--- config.mk ---
export PLATFORM = sky130hd
export DESIGN_NAME = line_rx_loss_detect_and_mclk_select
export DESIGN_NICKNAME = d
export VERILOG_FILES = /design/src/logic/mclk_lossdet_pkg.sv /design/src/logic/loss_detector.sv /design/src/logic/line_rx_loss_detect_and_mclk_select.sv
export SDC_FILE = /design/constraint.sdc
export NUM_CORES = 1
export LEC_CHECK = 0
export BUFFER_PORTS_ARGS = -buffer_cell sky130_fd_sc_hd__buf_2
export CAP_MARGIN = 10
export CORE_AREA = 8 8 167 169
export CTS_CLUSTER_DIAMETER = 80
export CTS_CLUSTER_SIZE = 12
export DETAILED_ROUTE_END_ITERATION = 8
export DIE_AREA = 0 0 175 177
export PLACE_DENSITY = 0.83
export RECOVER_POWER = 50
export SLEW_MARGIN = 20
export SYNTH_ARGS = -nofsm -noshare
export SYNTH_HDL_FRONTEND = slang
export SYNTH_HIERARCHICAL = 1
export SYNTH_SLANG_ARGS = --single-unit
--- constraint.sdc ---
create_clock -name i_clock -period 2.96 [get_ports i_clock]
set_input_delay 0.296 -clock i_clock [delete_from_list [all_inputs] [get_ports i_clock]]
set_output_delay 0.296 -clock i_clock [all_outputs]
set_load 0.02 [all_outputs]
--- src/logic/mclk_lossdet_pkg.sv ---
// Constants, register map and carrier types for the clock select and loss detect block.
package mclk_lossdet_pkg;

  localparam int NUM_CH = 4;

  // Register byte offsets on the APB slave.
  localparam logic [11:0] ADDR_CTRL = 12'h000;
  localparam logic [11:0] ADDR_STATUS = 12'h004;
  localparam logic [11:0] ADDR_INT_EN = 12'h008;
  localparam logic [11:0] ADDR_INT_CLR = 12'h00C;
  localparam logic [11:0] ADDR_MCLK = 12'h010;

  // Control word: bits [2:0] ref select, [3] rate, [4] extended loss, [9:5] equalizer, [10] decode, [14:11] rx on.
  typedef struct packed {
    logic [3:0] rx_channel_on;
    logic decode_select;
    logic [4:0] equalizer_control;
    logic extended_loss_window;
    logic output_rate_select;
    logic [2:0] ref_rate_select;
  } ctrl_t;

  localparam ctrl_t CTRL_RESET = 15'h0000;
  localparam logic [3:0] INT_EN_RESET = 4'h0;

  // Equalizer control bit that selects E1 operation.
  localparam int EQ_E1_BIT = 4;

  // Synthesizer setting handed to the analog clock multiplier.
  typedef struct packed {
    logic [1:0] src;
    logic [11:0] ref_khz;
    logic [11:0] out_khz;
  } mclk_cfg_t;

  localparam logic [1:0] SRC_E1_IN = 2'h0;
  localparam logic [1:0] SRC_T1_IN = 2'h1;
  localparam logic [1:0] SRC_EXT = 2'h2;

  localparam logic [11:0] KHZ_E1 = 12'h800;
  localparam logic [11:0] KHZ_T1 = 12'h608;
  localparam logic [11:0] KHZ_8 = 12'h008;
  localparam logic [11:0] KHZ_16 = 12'h010;
  localparam logic [11:0] KHZ_56 = 12'h038;
  localparam logic [11:0] KHZ_64 = 12'h040;
  localparam logic [11:0] KHZ_128 = 12'h080;
  localparam logic [11:0] KHZ_256 = 12'h100;
  localparam mclk_cfg_t MCLK_RESET = {SRC_E1_IN, KHZ_E1, KHZ_E1};

  // Loss detector thresholds, in received bits.
  localparam logic [12:0] ZEROS_E1 = 13'h0020;
  localparam logic [12:0] ZEROS_E1_EXT = 13'h1000;
  localparam logic [12:0] ZEROS_T1 = 13'h00AF;
  localparam logic [7:0] WIN_E1 = 8'h20;
  localparam logic [7:0] WIN_T1 = 8'h80;
  localparam logic [7:0] ONES_E1 = 8'h04;
  localparam logic [7:0] ONES_T1 = 8'h10;
  localparam logic [7:0] RUN_E1 = 8'h10;
  localparam logic [7:0] RUN_T1 = 8'h64;

  typedef enum logic {
    ST_WATCH,
    ST_LOST
  } los_state_t;

endpackage : mclk_lossdet_pkg

--- src/logic/loss_detector.sv ---
// Digital half of the receive loss-of-signal detector for one channel.
`timescale 1ns/1ps
module loss_detector (
  input wire logic i_clock,
  input wire logic i_rst_n,
  input wire logic i_enable,
  input wire logic i_bit_valid,
  input wire logic i_bit_one,
  input wire logic i_analog_loss,
  input wire logic i_e1_mode,
  input wire logic i_ext_loss,
  output logic o_loss
);
  import mclk_lossdet_pkg::*;

  los_state_t state_q, state_d;
  logic [12:0] zeros_q, zeros_d;
  logic [7:0] win_q, win_d;
  logic [7:0] ones_q, ones_d;
  logic [7:0] run_q, run_d;
  logic bad_q, bad_d;
  logic [12:0] thr;
  logic [7:0] win_len, need, run_max, ones_n, run_n;
  logic bad_n;

  // Thresholds follow the line rate; the window is judged including the bit that closes it.
  always_comb begin
    thr = i_e1_mode ? (i_ext_loss ? ZEROS_E1_EXT : ZEROS_E1) : ZEROS_T1;
    win_len = i_e1_mode ? WIN_E1 : WIN_T1;
    need = i_e1_mode ? ONES_E1 : ONES_T1;
    run_max = i_e1_mode ? RUN_E1 : RUN_T1;
    ones_n = ones_q + {7'h00, i_bit_one};
    run_n = i_bit_one ? 8'h00 : ((run_q == 8'hFF) ? run_q : run_q + 8'h01);
    bad_n = bad_q | (run_n > run_max);
    state_d = state_q;
    zeros_d = zeros_q;
    win_d = win_q;
    ones_d = ones_q;
    run_d = run_q;
    bad_d = bad_q;
    case (state_q)
      ST_WATCH: begin
        win_d = 8'h00;
        ones_d = 8'h00;
        run_d = 8'h00;
        bad_d = 1'b0;
        if (!i_enable || !i_analog_loss) begin
          zeros_d = 13'h0000;
        end else if (i_bit_valid) begin
          if (i_bit_one) begin
            zeros_d = 13'h0000;
          end else if (zeros_q == thr - 13'h0001) begin
            zeros_d = 13'h0000;
            state_d = ST_LOST;
          end else begin
            zeros_d = zeros_q + 13'h0001;
          end
        end
      end
      ST_LOST: begin
        if (!i_enable) begin
          state_d = ST_WATCH;
        end else if (i_bit_valid) begin
          if (win_q == win_len - 8'h01) begin
            // Clearing needs the analog side recovered as well as a good window.
            if (!i_analog_loss && !bad_n && ones_n >= need) begin
              state_d = ST_WATCH;
            end
            win_d = 8'h00;
            ones_d = 8'h00;
            run_d = 8'h00;
            bad_d = 1'b0;
          end else begin
            win_d = win_q + 8'h01;
            ones_d = ones_n;
            run_d = run_n;
            bad_d = bad_n;
          end
        end
      end
      default: begin
        state_d = ST_WATCH;
      end
    endcase
  end

  // State registers with synchronous reset.
  always_ff @(posedge i_clock) begin
    if (!i_rst_n) begin
      state_q <= ST_WATCH;
      zeros_q <= 13'h0000;
      win_q <= 8'h00;
      ones_q <= 8'h00;
      run_q <= 8'h00;
      bad_q <= 1'b0;
    end else begin
      state_q <= state_d;
      zeros_q <= zeros_d;
      win_q <= win_d;
      ones_q <= ones_d;
      run_q <= run_d;
      bad_q <= bad_d;
    end
  end

  assign o_loss = (state_q == ST_LOST);

  // Checks on declaring and clearing loss.
  AST_IDLE_CLEAR: assert property (@(posedge i_clock) disable iff (!i_rst_n)
    (state_q == ST_WATCH && !i_analog_loss) |=> (zeros_q == 13'h0000))
    else $error("zero counter not cleared without analog loss");
  AST_DECLARE_AT_THR: assert property (@(posedge i_clock) disable iff (!i_rst_n)
    (state_q == ST_WATCH && state_d == ST_LOST) |-> (zeros_q == thr - 13'h0001 && !i_bit_one && i_analog_loss))
    else $error("loss declared at wrong zero count");
  AST_E1_CLEAR: assert property (@(posedge i_clock) disable iff (!i_rst_n)
    ($fell(o_loss) && $past(i_enable) && $past(i_e1_mode)) |->
      (!$past(i_analog_loss) && ($past(ones_q) + {7'h00, $past(i_bit_one)}) >= ONES_E1 && !$past(bad_q)))
    else $error("E1 loss cleared without recovery or density");
  AST_T1_CLEAR: assert property (@(posedge i_clock) disable iff (!i_rst_n)
    ($fell(o_loss) && $past(i_enable) && !$past(i_e1_mode)) |->
      (!$past(i_analog_loss) && ($past(ones_q) + {7'h00, $past(i_bit_one)}) >= ONES_T1 && !$past(bad_q)))
    else $error("T1 loss cleared without recovery or density");
  COV_DECLARE: cover property (@(posedge i_clock) disable iff (!i_rst_n) $rose(o_loss));
  COV_CLEAR: cover property (@(posedge i_clock) disable iff (!i_rst_n) $fell(o_loss) && $past(i_enable));

endmodule : loss_detector

--- src/logic/line_rx_loss_detect_and_mclk_select.sv ---
// Master clock select, receive channel enables, loss-of-signal detection and alarm interrupt.
//
// The address map and the APB slave port are this design's own decisions.
`timescale 1ns/1ps
// Summary of operation
// - External references of 8 to 256 kHz on select codes 010 to 111 give 2048 kHz at rate 0 and 1544 kHz at rate 1.
// - Select codes 000 and 001 take the reference from the E1 and T1 clock inputs, rate choosing the output.
// - In host mode, reference select and output rate come from software control bits instead of pins.
// - In hardware mode every receive channel is off during reset, on from the first clock after reset and stays on.
// - In host mode each receive channel is switched by its own receive-on control bit.
// - Under analog loss, consecutive zeros are counted and loss declared after 32 (E1), 4096 (E1 extended) or 175 (T1).
// - In E1, loss clears only after analog recovery and 4 ones in a 32-bit window with no run above 16 zeros.
// - In T1, loss clears only after analog recovery and 16 ones in a 128-bit window with no run above 100 zeros.
// - A change of loss updates indication and status and, when enabled, pulls the interrupt low.
// - Reading the alarm status clears it and the interrupt returns high.
// - Received data is presented on the data and violation outputs, decoded when decoding is selected.
// - The T1 or E1 operating mode is taken from the five-bit equalizer control field.
module line_rx_loss_detect_and_mclk_select (
  input wire logic i_clock,
  input wire logic i_rst_n,
  input wire logic i_psel,
  input wire logic i_penable,
  input wire logic i_pwrite,
  input wire logic [11:0] i_paddr,
  input wire logic [31:0] i_pwdata,
  output logic [31:0] o_prdata,
  output logic o_pready,
  output logic o_pslverr,
  input wire logic i_host_mode,
  input wire logic [2:0] i_ref_rate_select,
  input wire logic i_output_rate_select,
  input wire logic i_extended_loss_window,
  input wire logic [4:0] i_equalizer_control,
  input wire logic i_decode_select,
  input wire logic [3:0] i_rx_bit_valid,
  input wire logic [3:0] i_rx_pos,
  input wire logic [3:0] i_rx_neg,
  input wire logic [3:0] i_rx_violation,
  input wire logic [3:0] i_analog_loss,
  output mclk_lossdet_pkg::mclk_cfg_t o_mclk_cfg,
  output logic o_e1_mode,
  output logic [3:0] o_rx_channel_on,
  output logic [3:0] o_rx_loss_of_signal,
  output logic [3:0] o_rx_pos_data_out,
  output logic [3:0] o_rx_neg_violation_out,
  output logic o_int_n
);
  import mclk_lossdet_pkg::*;

  ctrl_t ctrl_q, ctrl_d;
  logic [3:0] en_q, en_d;
  logic [3:0] status_q, status_d;
  logic [3:0] los_q, los_d;
  logic [3:0] det_loss;
  logic [3:0] ev;
  logic [3:0] clr;
  logic int_n_q, int_n_d;
  logic [31:0] prdata_q, prdata_d;
  logic pready_q, pready_d;
  logic pslverr_q, pslverr_d;
  mclk_cfg_t mclk_q, mclk_d;
  logic e1_q, e1_d;
  logic [3:0] on_q, on_d;
  logic [3:0] pos_q, pos_d;
  logic [3:0] neg_q, neg_d;
  logic access, done, rd_status;
  logic [2:0] sel;
  logic rate, ext_eff, dec_eff;
  logic [4:0] eq_eff;

  // Host mode steers from the control register, hardware mode from the pins.
  always_comb begin
    sel = i_host_mode ? ctrl_q.ref_rate_select : i_ref_rate_select;
    rate = i_host_mode ? ctrl_q.output_rate_select : i_output_rate_select;
    ext_eff = i_host_mode ? ctrl_q.extended_loss_window : i_extended_loss_window;
    eq_eff = i_host_mode ? ctrl_q.equalizer_control : i_equalizer_control;
    dec_eff = i_host_mode ? ctrl_q.decode_select : i_decode_select;
  end

  // Synthesizer selection; the multiplier itself is analog and only reads this setting.
  always_comb begin
    mclk_d.out_khz = rate ? KHZ_T1 : KHZ_E1;
    mclk_d.src = SRC_EXT;
    mclk_d.ref_khz = KHZ_256;
    case (sel)
      3'h0: begin
        mclk_d.src = SRC_E1_IN;
        mclk_d.ref_khz = KHZ_E1;
      end
      3'h1: begin
        mclk_d.src = SRC_T1_IN;
        mclk_d.ref_khz = KHZ_T1;
      end
      3'h2: mclk_d.ref_khz = KHZ_8;
      3'h3: mclk_d.ref_khz = KHZ_16;
      3'h4: mclk_d.ref_khz = KHZ_56;
      3'h5: mclk_d.ref_khz = KHZ_64;
      3'h6: mclk_d.ref_khz = KHZ_128;
      default: mclk_d.ref_khz = KHZ_256;
    endcase
    e1_d = eq_eff[EQ_E1_BIT];
    on_d = i_host_mode ? ctrl_q.rx_channel_on : 4'hF;
  end

  // One detector per channel, fed with ones on either rail.
  for (genvar c = 0; c < NUM_CH; c++) begin : g_ch
    loss_detector u_det (
      .i_clock(i_clock),
      .i_rst_n(i_rst_n),
      .i_enable(on_q[c]),
      .i_bit_valid(i_rx_bit_valid[c]),
      .i_bit_one(i_rx_pos[c] | i_rx_neg[c]),
      .i_analog_loss(i_analog_loss[c]),
      .i_e1_mode(e1_q),
      .i_ext_loss(ext_eff),
      .o_loss(det_loss[c])
    );
  end

  // Receive outputs update on each recovered bit; a switched-off channel presents zeros.
  always_comb begin
    pos_d = pos_q;
    neg_d = neg_q;
    for (int c = 0; c < NUM_CH; c++) begin
      if (!on_q[c]) begin
        pos_d[c] = 1'b0;
        neg_d[c] = 1'b0;
      end else if (i_rx_bit_valid[c]) begin
        pos_d[c] = dec_eff ? (i_rx_pos[c] | i_rx_neg[c]) : i_rx_pos[c];
        neg_d[c] = dec_eff ? i_rx_violation[c] : i_rx_neg[c];
      end
    end
  end

  // APB slave: one wait state so that read data can come from a flop.
  always_comb begin
    access = i_psel & i_penable;
    done = access & pready_q;
    pready_d = access & !pready_q;
    prdata_d = prdata_q;
    pslverr_d = pslverr_q;
    if (access && !pready_q) begin
      pslverr_d = 1'b0;
      case (i_paddr)
        ADDR_CTRL: prdata_d = {17'h00000, ctrl_q};
        ADDR_STATUS: prdata_d = {23'h000000, e1_q, los_q, status_q};
        ADDR_INT_EN: prdata_d = {28'h0000000, en_q};
        ADDR_INT_CLR: prdata_d = 32'h00000000;
        ADDR_MCLK: prdata_d = {6'h00, mclk_q};
        default: begin
          prdata_d = 32'h00000000;
          pslverr_d = 1'b1;
        end
      endcase
    end
    rd_status = done & !i_pwrite & (i_paddr == ADDR_STATUS);
    ctrl_d = ctrl_q;
    en_d = en_q;
    clr = 4'h0;
    if (done && i_pwrite) begin
      case (i_paddr)
        ADDR_CTRL: ctrl_d = i_pwdata[14:0];
        ADDR_INT_EN: en_d = i_pwdata[3:0];
        ADDR_INT_CLR: clr = i_pwdata[3:0];
        default: ;
      endcase
    end
    if (rd_status) begin
      clr = 4'hF;
    end
  end

  // Alarm status: any change of loss is sticky, and a new event beats a clear in the same cycle.
  always_comb begin
    los_d = det_loss;
    ev = det_loss ^ los_q;
    status_d = (status_q & ~clr) | ev;
    int_n_d = ~|(status_d & en_d);
  end

  // All registers; every output below is a flop.
  always_ff @(posedge i_clock) begin
    if (!i_rst_n) begin
      ctrl_q <= CTRL_RESET;
      en_q <= INT_EN_RESET;
      status_q <= 4'h0;
      los_q <= 4'h0;
      int_n_q <= 1'b1;
      prdata_q <= 32'h00000000;
      pready_q <= 1'b0;
      pslverr_q <= 1'b0;
      mclk_q <= MCLK_RESET;
      e1_q <= 1'b0;
      on_q <= 4'h0;
      pos_q <= 4'h0;
      neg_q <= 4'h0;
    end else begin
      ctrl_q <= ctrl_d;
      en_q <= en_d;
      status_q <= status_d;
      los_q <= los_d;
      int_n_q <= int_n_d;
      prdata_q <= prdata_d;
      pready_q <= pready_d;
      pslverr_q <= pslverr_d;
      mclk_q <= mclk_d;
      e1_q <= e1_d;
      on_q <= on_d;
      pos_q <= pos_d;
      neg_q <= neg_d;
    end
  end

  assign o_prdata = prdata_q;
  assign o_pready = pready_q;
  assign o_pslverr = pslverr_q;
  assign o_mclk_cfg = mclk_q;
  assign o_e1_mode = e1_q;
  assign o_rx_channel_on = on_q;
  assign o_rx_loss_of_signal = los_q;
  assign o_rx_pos_data_out = pos_q;
  assign o_rx_neg_violation_out = neg_q;
  assign o_int_n = int_n_q;

  // Checks on configuration, data path and alarm behaviour.
  AST_EXT_REF: assert property (@(posedge i_clock) disable iff (!i_rst_n)
    i_rst_n && (sel >= 3'h2) |=> (o_mclk_cfg.src == SRC_EXT && o_mclk_cfg.out_khz == ($past(rate) ? KHZ_T1 : KHZ_E1)))
    else $error("external reference selection wrong");
  AST_PIN_REF: assert property (@(posedge i_clock) disable iff (!i_rst_n)
    i_rst_n && (sel == 3'h1) |=> (o_mclk_cfg.src == SRC_T1_IN && o_mclk_cfg.ref_khz == KHZ_T1))
    else $error("T1 input reference selection wrong");
  AST_HOST_SEL: assert property (@(posedge i_clock) disable iff (!i_rst_n)
    i_rst_n && i_host_mode |=> (o_mclk_cfg.out_khz == ($past(ctrl_q.output_rate_select) ? KHZ_T1 : KHZ_E1)))
    else $error("host mode rate not taken from control");
  AST_HW_ALL_ON: assert property (@(posedge i_clock) disable iff (!i_rst_n)
    i_rst_n && !i_host_mode |=> (o_rx_channel_on == 4'hF))
    else $error("hardware mode channel off");
  AST_HOST_ON: assert property (@(posedge i_clock) disable iff (!i_rst_n)
    i_rst_n && i_host_mode |=> (o_rx_channel_on == $past(ctrl_q.rx_channel_on)))
    else $error("host channel enable mismatch");
  AST_INT_ON_EVENT: assert property (@(posedge i_clock) disable iff (!i_rst_n)
    (|(ev & en_q)) && !done |=> (!o_int_n && (status_q & $past(ev)) == $past(ev)))
    else $error("enabled loss change did not raise interrupt");
  AST_READ_CLEARS: assert property (@(posedge i_clock) disable iff (!i_rst_n)
    (rd_status && ev == 4'h0) |=> (status_q == 4'h0 && o_int_n))
    else $error("status read did not clear alarm");
  AST_DATA_OUT: assert property (@(posedge i_clock) disable iff (!i_rst_n)
    (on_q[0] && i_rx_bit_valid[0] && !dec_eff) |=> (o_rx_pos_data_out[0] == $past(i_rx_pos[0])))
    else $error("channel data not presented");
  AST_EQ_MODE: assert property (@(posedge i_clock) disable iff (!i_rst_n)
    i_rst_n |=> (o_e1_mode == $past(eq_eff[EQ_E1_BIT])))
    else $error("line mode not from equalizer control");
  COV_INT: cover property (@(posedge i_clock) disable iff (!i_rst_n) $fell(o_int_n));
  COV_READ_CLEAR: cover property (@(posedge i_clock) disable iff (!i_rst_n) rd_status && status_q != 4'h0);
  COV_EXT: cover property (@(posedge i_clock) disable iff (!i_rst_n) ext_eff && e1_q && |ev);

endmodule : line_rx_loss_detect_and_mclk_select

Word-level counts from Yosys, hierarchy flattened. Index checks and enable logic that the tools add are counted.

Input port bits: 81. Word-level logic and storage cells: 331. Output and inout port bits: 78. Register bits: 257.

Bitwise operators: 22. Order comparisons: 8. Add/subtract/negate cells: 18. Mux-type cells: 153. Reductions and logical operators: 50. Equality and inequality tests: 30.

Operator list (count): 8-bit two-way mux (45); 13-bit two-way mux (18); 8-bit one-hot mux with 2 select lines (12); 26-bit one-hot mux with 4 select lines (1); 12-bit one-hot mux with 7 select lines (1); 8-bit by 1-bit adder with 8-bit output, second input constant (8); 1-bit two-way mux (56); 13-bit by 1-bit adder with 13-bit output, second input constant (4); 13-bit == test (4); 8-bit by 1-bit adder with 8-bit output (4); 8-bit == test (4); 8-bit == test, second input constant (4); 8-bit greater-or-equal comparator (4); 8-bit greater-than comparator (4); 2-bit AND reduction (13); 12-bit by 4-bit == test with 1-bit output, second input constant (2); 4-bit two-way mux (6); 2-bit != test, second input constant (8); 1-bit one-hot mux with 2 select lines (8); 1-bit logical NOT (15); 13-bit by 1-bit subtractor with 13-bit output, second input constant (1); 12-bit by 3-bit == test with 1-bit output, second input constant (1); 12-bit by 5-bit == test with 1-bit output, second input constant (1); 12-bit logical NOT (1); 22 further kinds (56).

Logic depth before layout (Yosys ltp).
Depth after elaboration: 13. Gate-level depth with buffers: 14. Mapped depth without buffers: 13.

Hierarchy. The synthesis kept the hierarchy.

By module, submodules not included: loss_detector at g_ch[0].u_det ... (area each 2484.9 sq um, instances 2, sequential area each 780.7 sq um, cells each 313); line_rx_loss_detect_and_mclk_select (area each 3432.0 sq um, instances 1, sequential area each 1561.5 sq um, cells each 369); loss_detector at g_ch[3].u_det (area each 2416.1 sq um, instances 1, sequential area each 780.7 sq um, cells each 305); loss_detector at g_ch[2].u_det (area each 2407.3 sq um, instances 1, sequential area each 780.7 sq um, cells each 301).

Least setup slack after synthesis. Ideal clock, no wire load.

Kind: reg2reg. From: register g_ch[3].u_det.run_q[0]. To: register g_ch[3].u_det.state_q. Stages on the path, launching flop included: 14. Setup time: 0.139 ns. Path slack: 0.084 ns. Data required time: 2.821 ns. Buffers on the path: 1. Arrival: 2.737 ns. Clock period less this slack: 2.876 ns. Cells stage by stage: dfxtp_1 ha_1 and2_1 clkbuf_1 and3_1 or3_1 a21oi_1 ha_1 nor2b_1 o21a_1 o21a_1 o32a_1 nor3_1 a221oi_1.

Longest elaborated chain between the ends: 13. Elaborated cells on any way between the ends: 14. Those cells by class: 1 x add/sub; 1 x order compare; 1 x eq/ne; 7 x mux; 1 x bitwise; 3 x reduce/logical.

RTL lines: start, declared (line loss_detector.sv:20) `logic [7:0] run_q, run_d;`; start signal, assigned (line loss_detector.sv:101) `run_q <= run_d;`; 8-bit by 1-bit adder with 8-bit output or 8-bit == test (tied branches) (line loss_detector.sv:33) `run_n = i_bit_one ? 8'h00 : ((run_q == 8'hFF) ? run_q : run_q + 8'h01);`; 8-bit two-way mux * (2 in series) (line loss_detector.sv:33); 8-bit greater-than comparator * (line loss_detector.sv:34) `bad_n = bad_q | (run_n > run_max);`; 1-bit OR * (line loss_detector.sv:34); 1-bit logical NOT * (line loss_detector.sv:66) `if (!i_analog_loss && !bad_n && ones_n >= need) begin`; 1-bit logical AND * (2 in series) (line loss_detector.sv:66); 1-bit two-way mux * (line loss_detector.sv:66); 1-bit two-way mux * (line loss_detector.sv:64) `if (win_q == win_len - 8'h01) begin`; 1-bit two-way mux * (line loss_detector.sv:63) `end else if (i_bit_valid) begin`; 1-bit two-way mux * (line loss_detector.sv:61) `if (!i_enable) begin`; 1-bit one-hot mux with 2 select lines * (line loss_detector.sv:41) `case (state_q)`; end signal, assigned (line loss_detector.sv:97) `state_q <= state_d;`; end, declared (line loss_detector.sv:16) `los_state_t state_q, state_d;`.

Mark *: on every way between the ends. The rest lies on a longest branch, timed or not. A chain may end at the register's enable or synchronous reset.

Final worst setup path.
From: register g_ch[3].u_det.run_q[1]. To: register g_ch[3].u_det.state_q.

Same word-level chain as after synthesis.

==> flow_metrics.tcl <==
set metrics [dict create \
    synth_edf_count 0 \
    synth_flop_cell "dfxtp_1" \
    ys_seq_elements 234 \
    tns_ns 0 \
    place.gp.congestion 0.888 \
    ys_warn_count 6 \
    r2r-end "g_ch[3].u_det/o_loss" \
    insertion_delay_ns 0.51 \
    fmax_mhz 353 \
    pwr_density_cell_nw_per_um2 417 \
    period_share 0.958 \
    synth_cells 1601 \
    num_rows 59 \
    area_growth_pct 10.6 \
    p_leak_uw 0.00537 \
    worstPathArrival_ns 3.22 \
    ir_worst_vdd_uv 360 \
    vias 12454 \
    status "complete, but fails checks" \
    core_um2 25500 \
    nNetsFinal 1825 \
    yosysMostFrequentCell "dfxtp_1" \
    die_x_um 175 \
    r2r_start "g_ch[3].u_det/run_q[1]" \
    finalHoldViolations 0 \
    setup.worst_path.start "g_ch[3].u_det/run_q[1]" \
    hp-start "i_pwdata[14]" \
    track_usage 0.208 \
    clock_skew_ns 0.0149 \
    reg2reg_slack_ns 0.12 \
    drv_cap 2 \
    synth.area.top_cells "dfxtp_1 (35%), nand2_1 (5.4%), nor2_1 (4.5%), ha_1 (4.2%), nand3_1 (3.0%)" \
    synth_area_leader_cell "dfxtp_1" \
    drc 0 \
    first_pass_iters 5 \
    netlist_area_um2 13200 \
    slowest_delay_ns 0.36 \
    grt_start_max_net_pins 55 \
    hold_buffers 0 \
    fin_area_um2 14600 \
    avgSynthCellArea_um2 8.26 \
    drt_iter0_drc 1047 \
    slew_headroom -0.211 \
    hold_ws_ns 0.0343 \
    setup_viol 0 \
    cts_setup_buffers 0 \
    period_needed_ns 2.84 \
    grt-ovfl-total 0 \
    crit_slowest_cell "or3_1" \
    yosysTopAreaCellShare 0.354 \
    place_area_um2 14000 \
    drive_gt1_frac 0.112 \
    hold_path_class "primary input to register" \
    clockRootBuffer "clkbuf_16" \
    fp.dieH_um 177 \
    yosys-top-cells-count "dfxtp_1 (234), nand2_1 (191), nor2_1 (157), nand3_1 (79), a21oi_1 (75)" \
    async_flop_share 0 \
    start_util 0.519 \
    violations "capacitance limit, slew limit" \
    cts_made_buffers 23 \
    synth_cell_types 96 \
    tightest_slew_ns 1.82 \
    h-tree-depth 1 \
    antenna_found_initial 1 \
    rr_worst_depth 12 \
    cts.clk_slew.worst_paths_ns 0.06 \
    end_kind "register" \
    hold_path_depth 3 \
    n_antenna_cell 0 \
    path_cells "ha_1 -> and2_1 -> and3_1 -> or3_1 -> a21oi_2 -> ha_1 -> nor2b_1 -> o21a_1 -> o21a_1 -> o32a_1 -> nor3_2 -> a221oi_1" \
    path_buf_inv 0 \
    cts_tree "yes" \
    wire_per_inst_um 17.0 \
    detail-route-antenna-nets 0 \
    vias_per_cell 6.12 \
    cp-endpoint "g_ch[3].u_det/o_loss" \
    dpl.hpwl_um 24200 \
    wl_um 34600 \
    grt_pass1_vias 11705 \
    crit_path_start_kind "register" \
    grt_pass1_wl_um 55800 \
    cp_data_required_time_ns 3.35 \
    crit_cells 12 \
    clk_path_buf_depth 3 \
    cts.sinks 234 \
    drv_slew 95 \
    port_buffers 120 \
    crit_fanout 5 \
    dieArea_um2 31000 \
    worst-setup-path-type "register to register" \
    ios 159 \
    fin_total_pwr_uw 6100 \
    yosysSeqAreaShare 0.354 \
    path_delay_family "simple AND/OR/NAND/NOR gates" \
]
## layout by cell type, fill, tap and decap left out, types with 9 or more instances in the layout
cell type / instances
dfxtp_1: 229
nand2_1: 191
nor2_1: 157
nand3_1: 79
a21oi_1: 72
clkbuf_1: 62
o21ai_0: 60
buf_2: 59
nor3_1: 54
inv_1: 46
and3_1: 42
ha_1: 42
a22oi_1: 36
mux2i_1: 30
xnor2_1: 30
buf_4: 28
o211ai_1: 27
o211a_1: 25
nor2b_1: 23
clkbuf_16: 23
xor2_1: 21
nand4_1: 17
and2_1: 17
a311oi_1: 17
conb_1: 17
nor4_1: 16
a211oi_1: 15
nand2b_1: 12
or3_1: 12
nor3b_1: 12
a31oi_1: 11
or2_2: 10
nand4b_1: 10
a221oi_1: 10
o31ai_1: 9
nand3b_1: 9
## repair_timing
item                                    4_1_cts  5_1_grt
endpoints found under the setup margin        2        8
gates resized for setup                       2       18
pin swaps                                     0        3
## flip-flops by register name, summed over array words and instances (netlist names)
register / flops
g_ch.u_det/bad_q: 4
g_ch.u_det/o_loss: 4
o_e1_mode: 1
g_ch.u_det/zeros_q: 52
o_pready: 1
en_q: 4
o_rx_pos_data_out: 4
o_pslverr: 1
g_ch.u_det/ones_q: 32
o_rx_loss_of_signal: 4
g_ch.u_det/run_q: 32
o_mclk_cfg: 11
o_rx_neg_violation_out: 4
status_q: 4
o_prdata: 24
g_ch.u_det/win_q: 32
o_int_n: 1
o_rx_channel_on: 4
ctrl_q: 15
## stage by stage
stage / setup WS [ns] / std cells / util
2_1_floorplan: 0.0841 / 1617 / -
3_3_place_gp: 0.104 / 2010 / 0.551
3_5_place_dp: -0.00622 / 2010 / 0.551
4_1_cts: 0.00797 / 2036 / 0.575
5_1_grt: -0.0169 / 2036 / 0.574
6_report: 0.124 / 2036 / 0.574
## how the worst min path moves through the flow
| stage | endpoint | slack [ns] |
|---|---|---|
| 2_1_floorplan | o_rx_pos_data_out[1] | 0.39 |
| 3_3_place_gp | o_prdata[13] | 0.44 |
| 3_5_place_dp | o_prdata[12] | 0.45 |
| 4_1_cts | ctrl_q[14] | 0.02 |
| 5_1_grt | o_rx_neg_violation_out[3] | 0.03 |
| 6_report | ctrl_q[14] | 0.03 |
## kinds of logic after synthesis
family,after synthesis,share of synthesized area
adder cells (fa/ha/maj),44,0.0416
AO/OA/AOI/OAI,374,0.208
buffers and inverters,140,0.0530
XOR/XNOR,51,0.0338
multiplexers,37,0.0287
other,1,0.000284
AND/OR/NAND/NOR,720,0.280
flip-flops,234,0.354
## power by group
| part | switching (uW) | internal, uW |
|---|---|---|
| Clock | 1160 | 1380 |
| Combinational | 266 | 109 |
| Sequential | 24.5 | 3170 |
## worst register-to-register path: cells and delay by family, from the launching register on
family | cells | cell delay (ns)
DFF | 1 | 0.35
and+or+nand+nor | 5 | 1.08
adders and majority gates | 2 | 0.49
AOI/OAI and AO/OA | 5 | 0.80
## final cells by class
class                      count  area (um^2)
inverter                      48          180
clock inverter                 2         16.3
timing repair buffer         150          759
clock buffer                  24          579
fill                        2264        10800
sequential                   234         4690
tap                          335          419
multi-input combinational   1243         7980
## layer usage
metal	track usage	vias to the layer above	share of wire
met3	0.0388	68	0.070
met2	0.370	426	0.48
li1	-	6028	-
met4	0.0622	2	0.022
met1	0.251	5930	0.43
met5	0	-	0.00038
(Power assumes the default switching activity.)
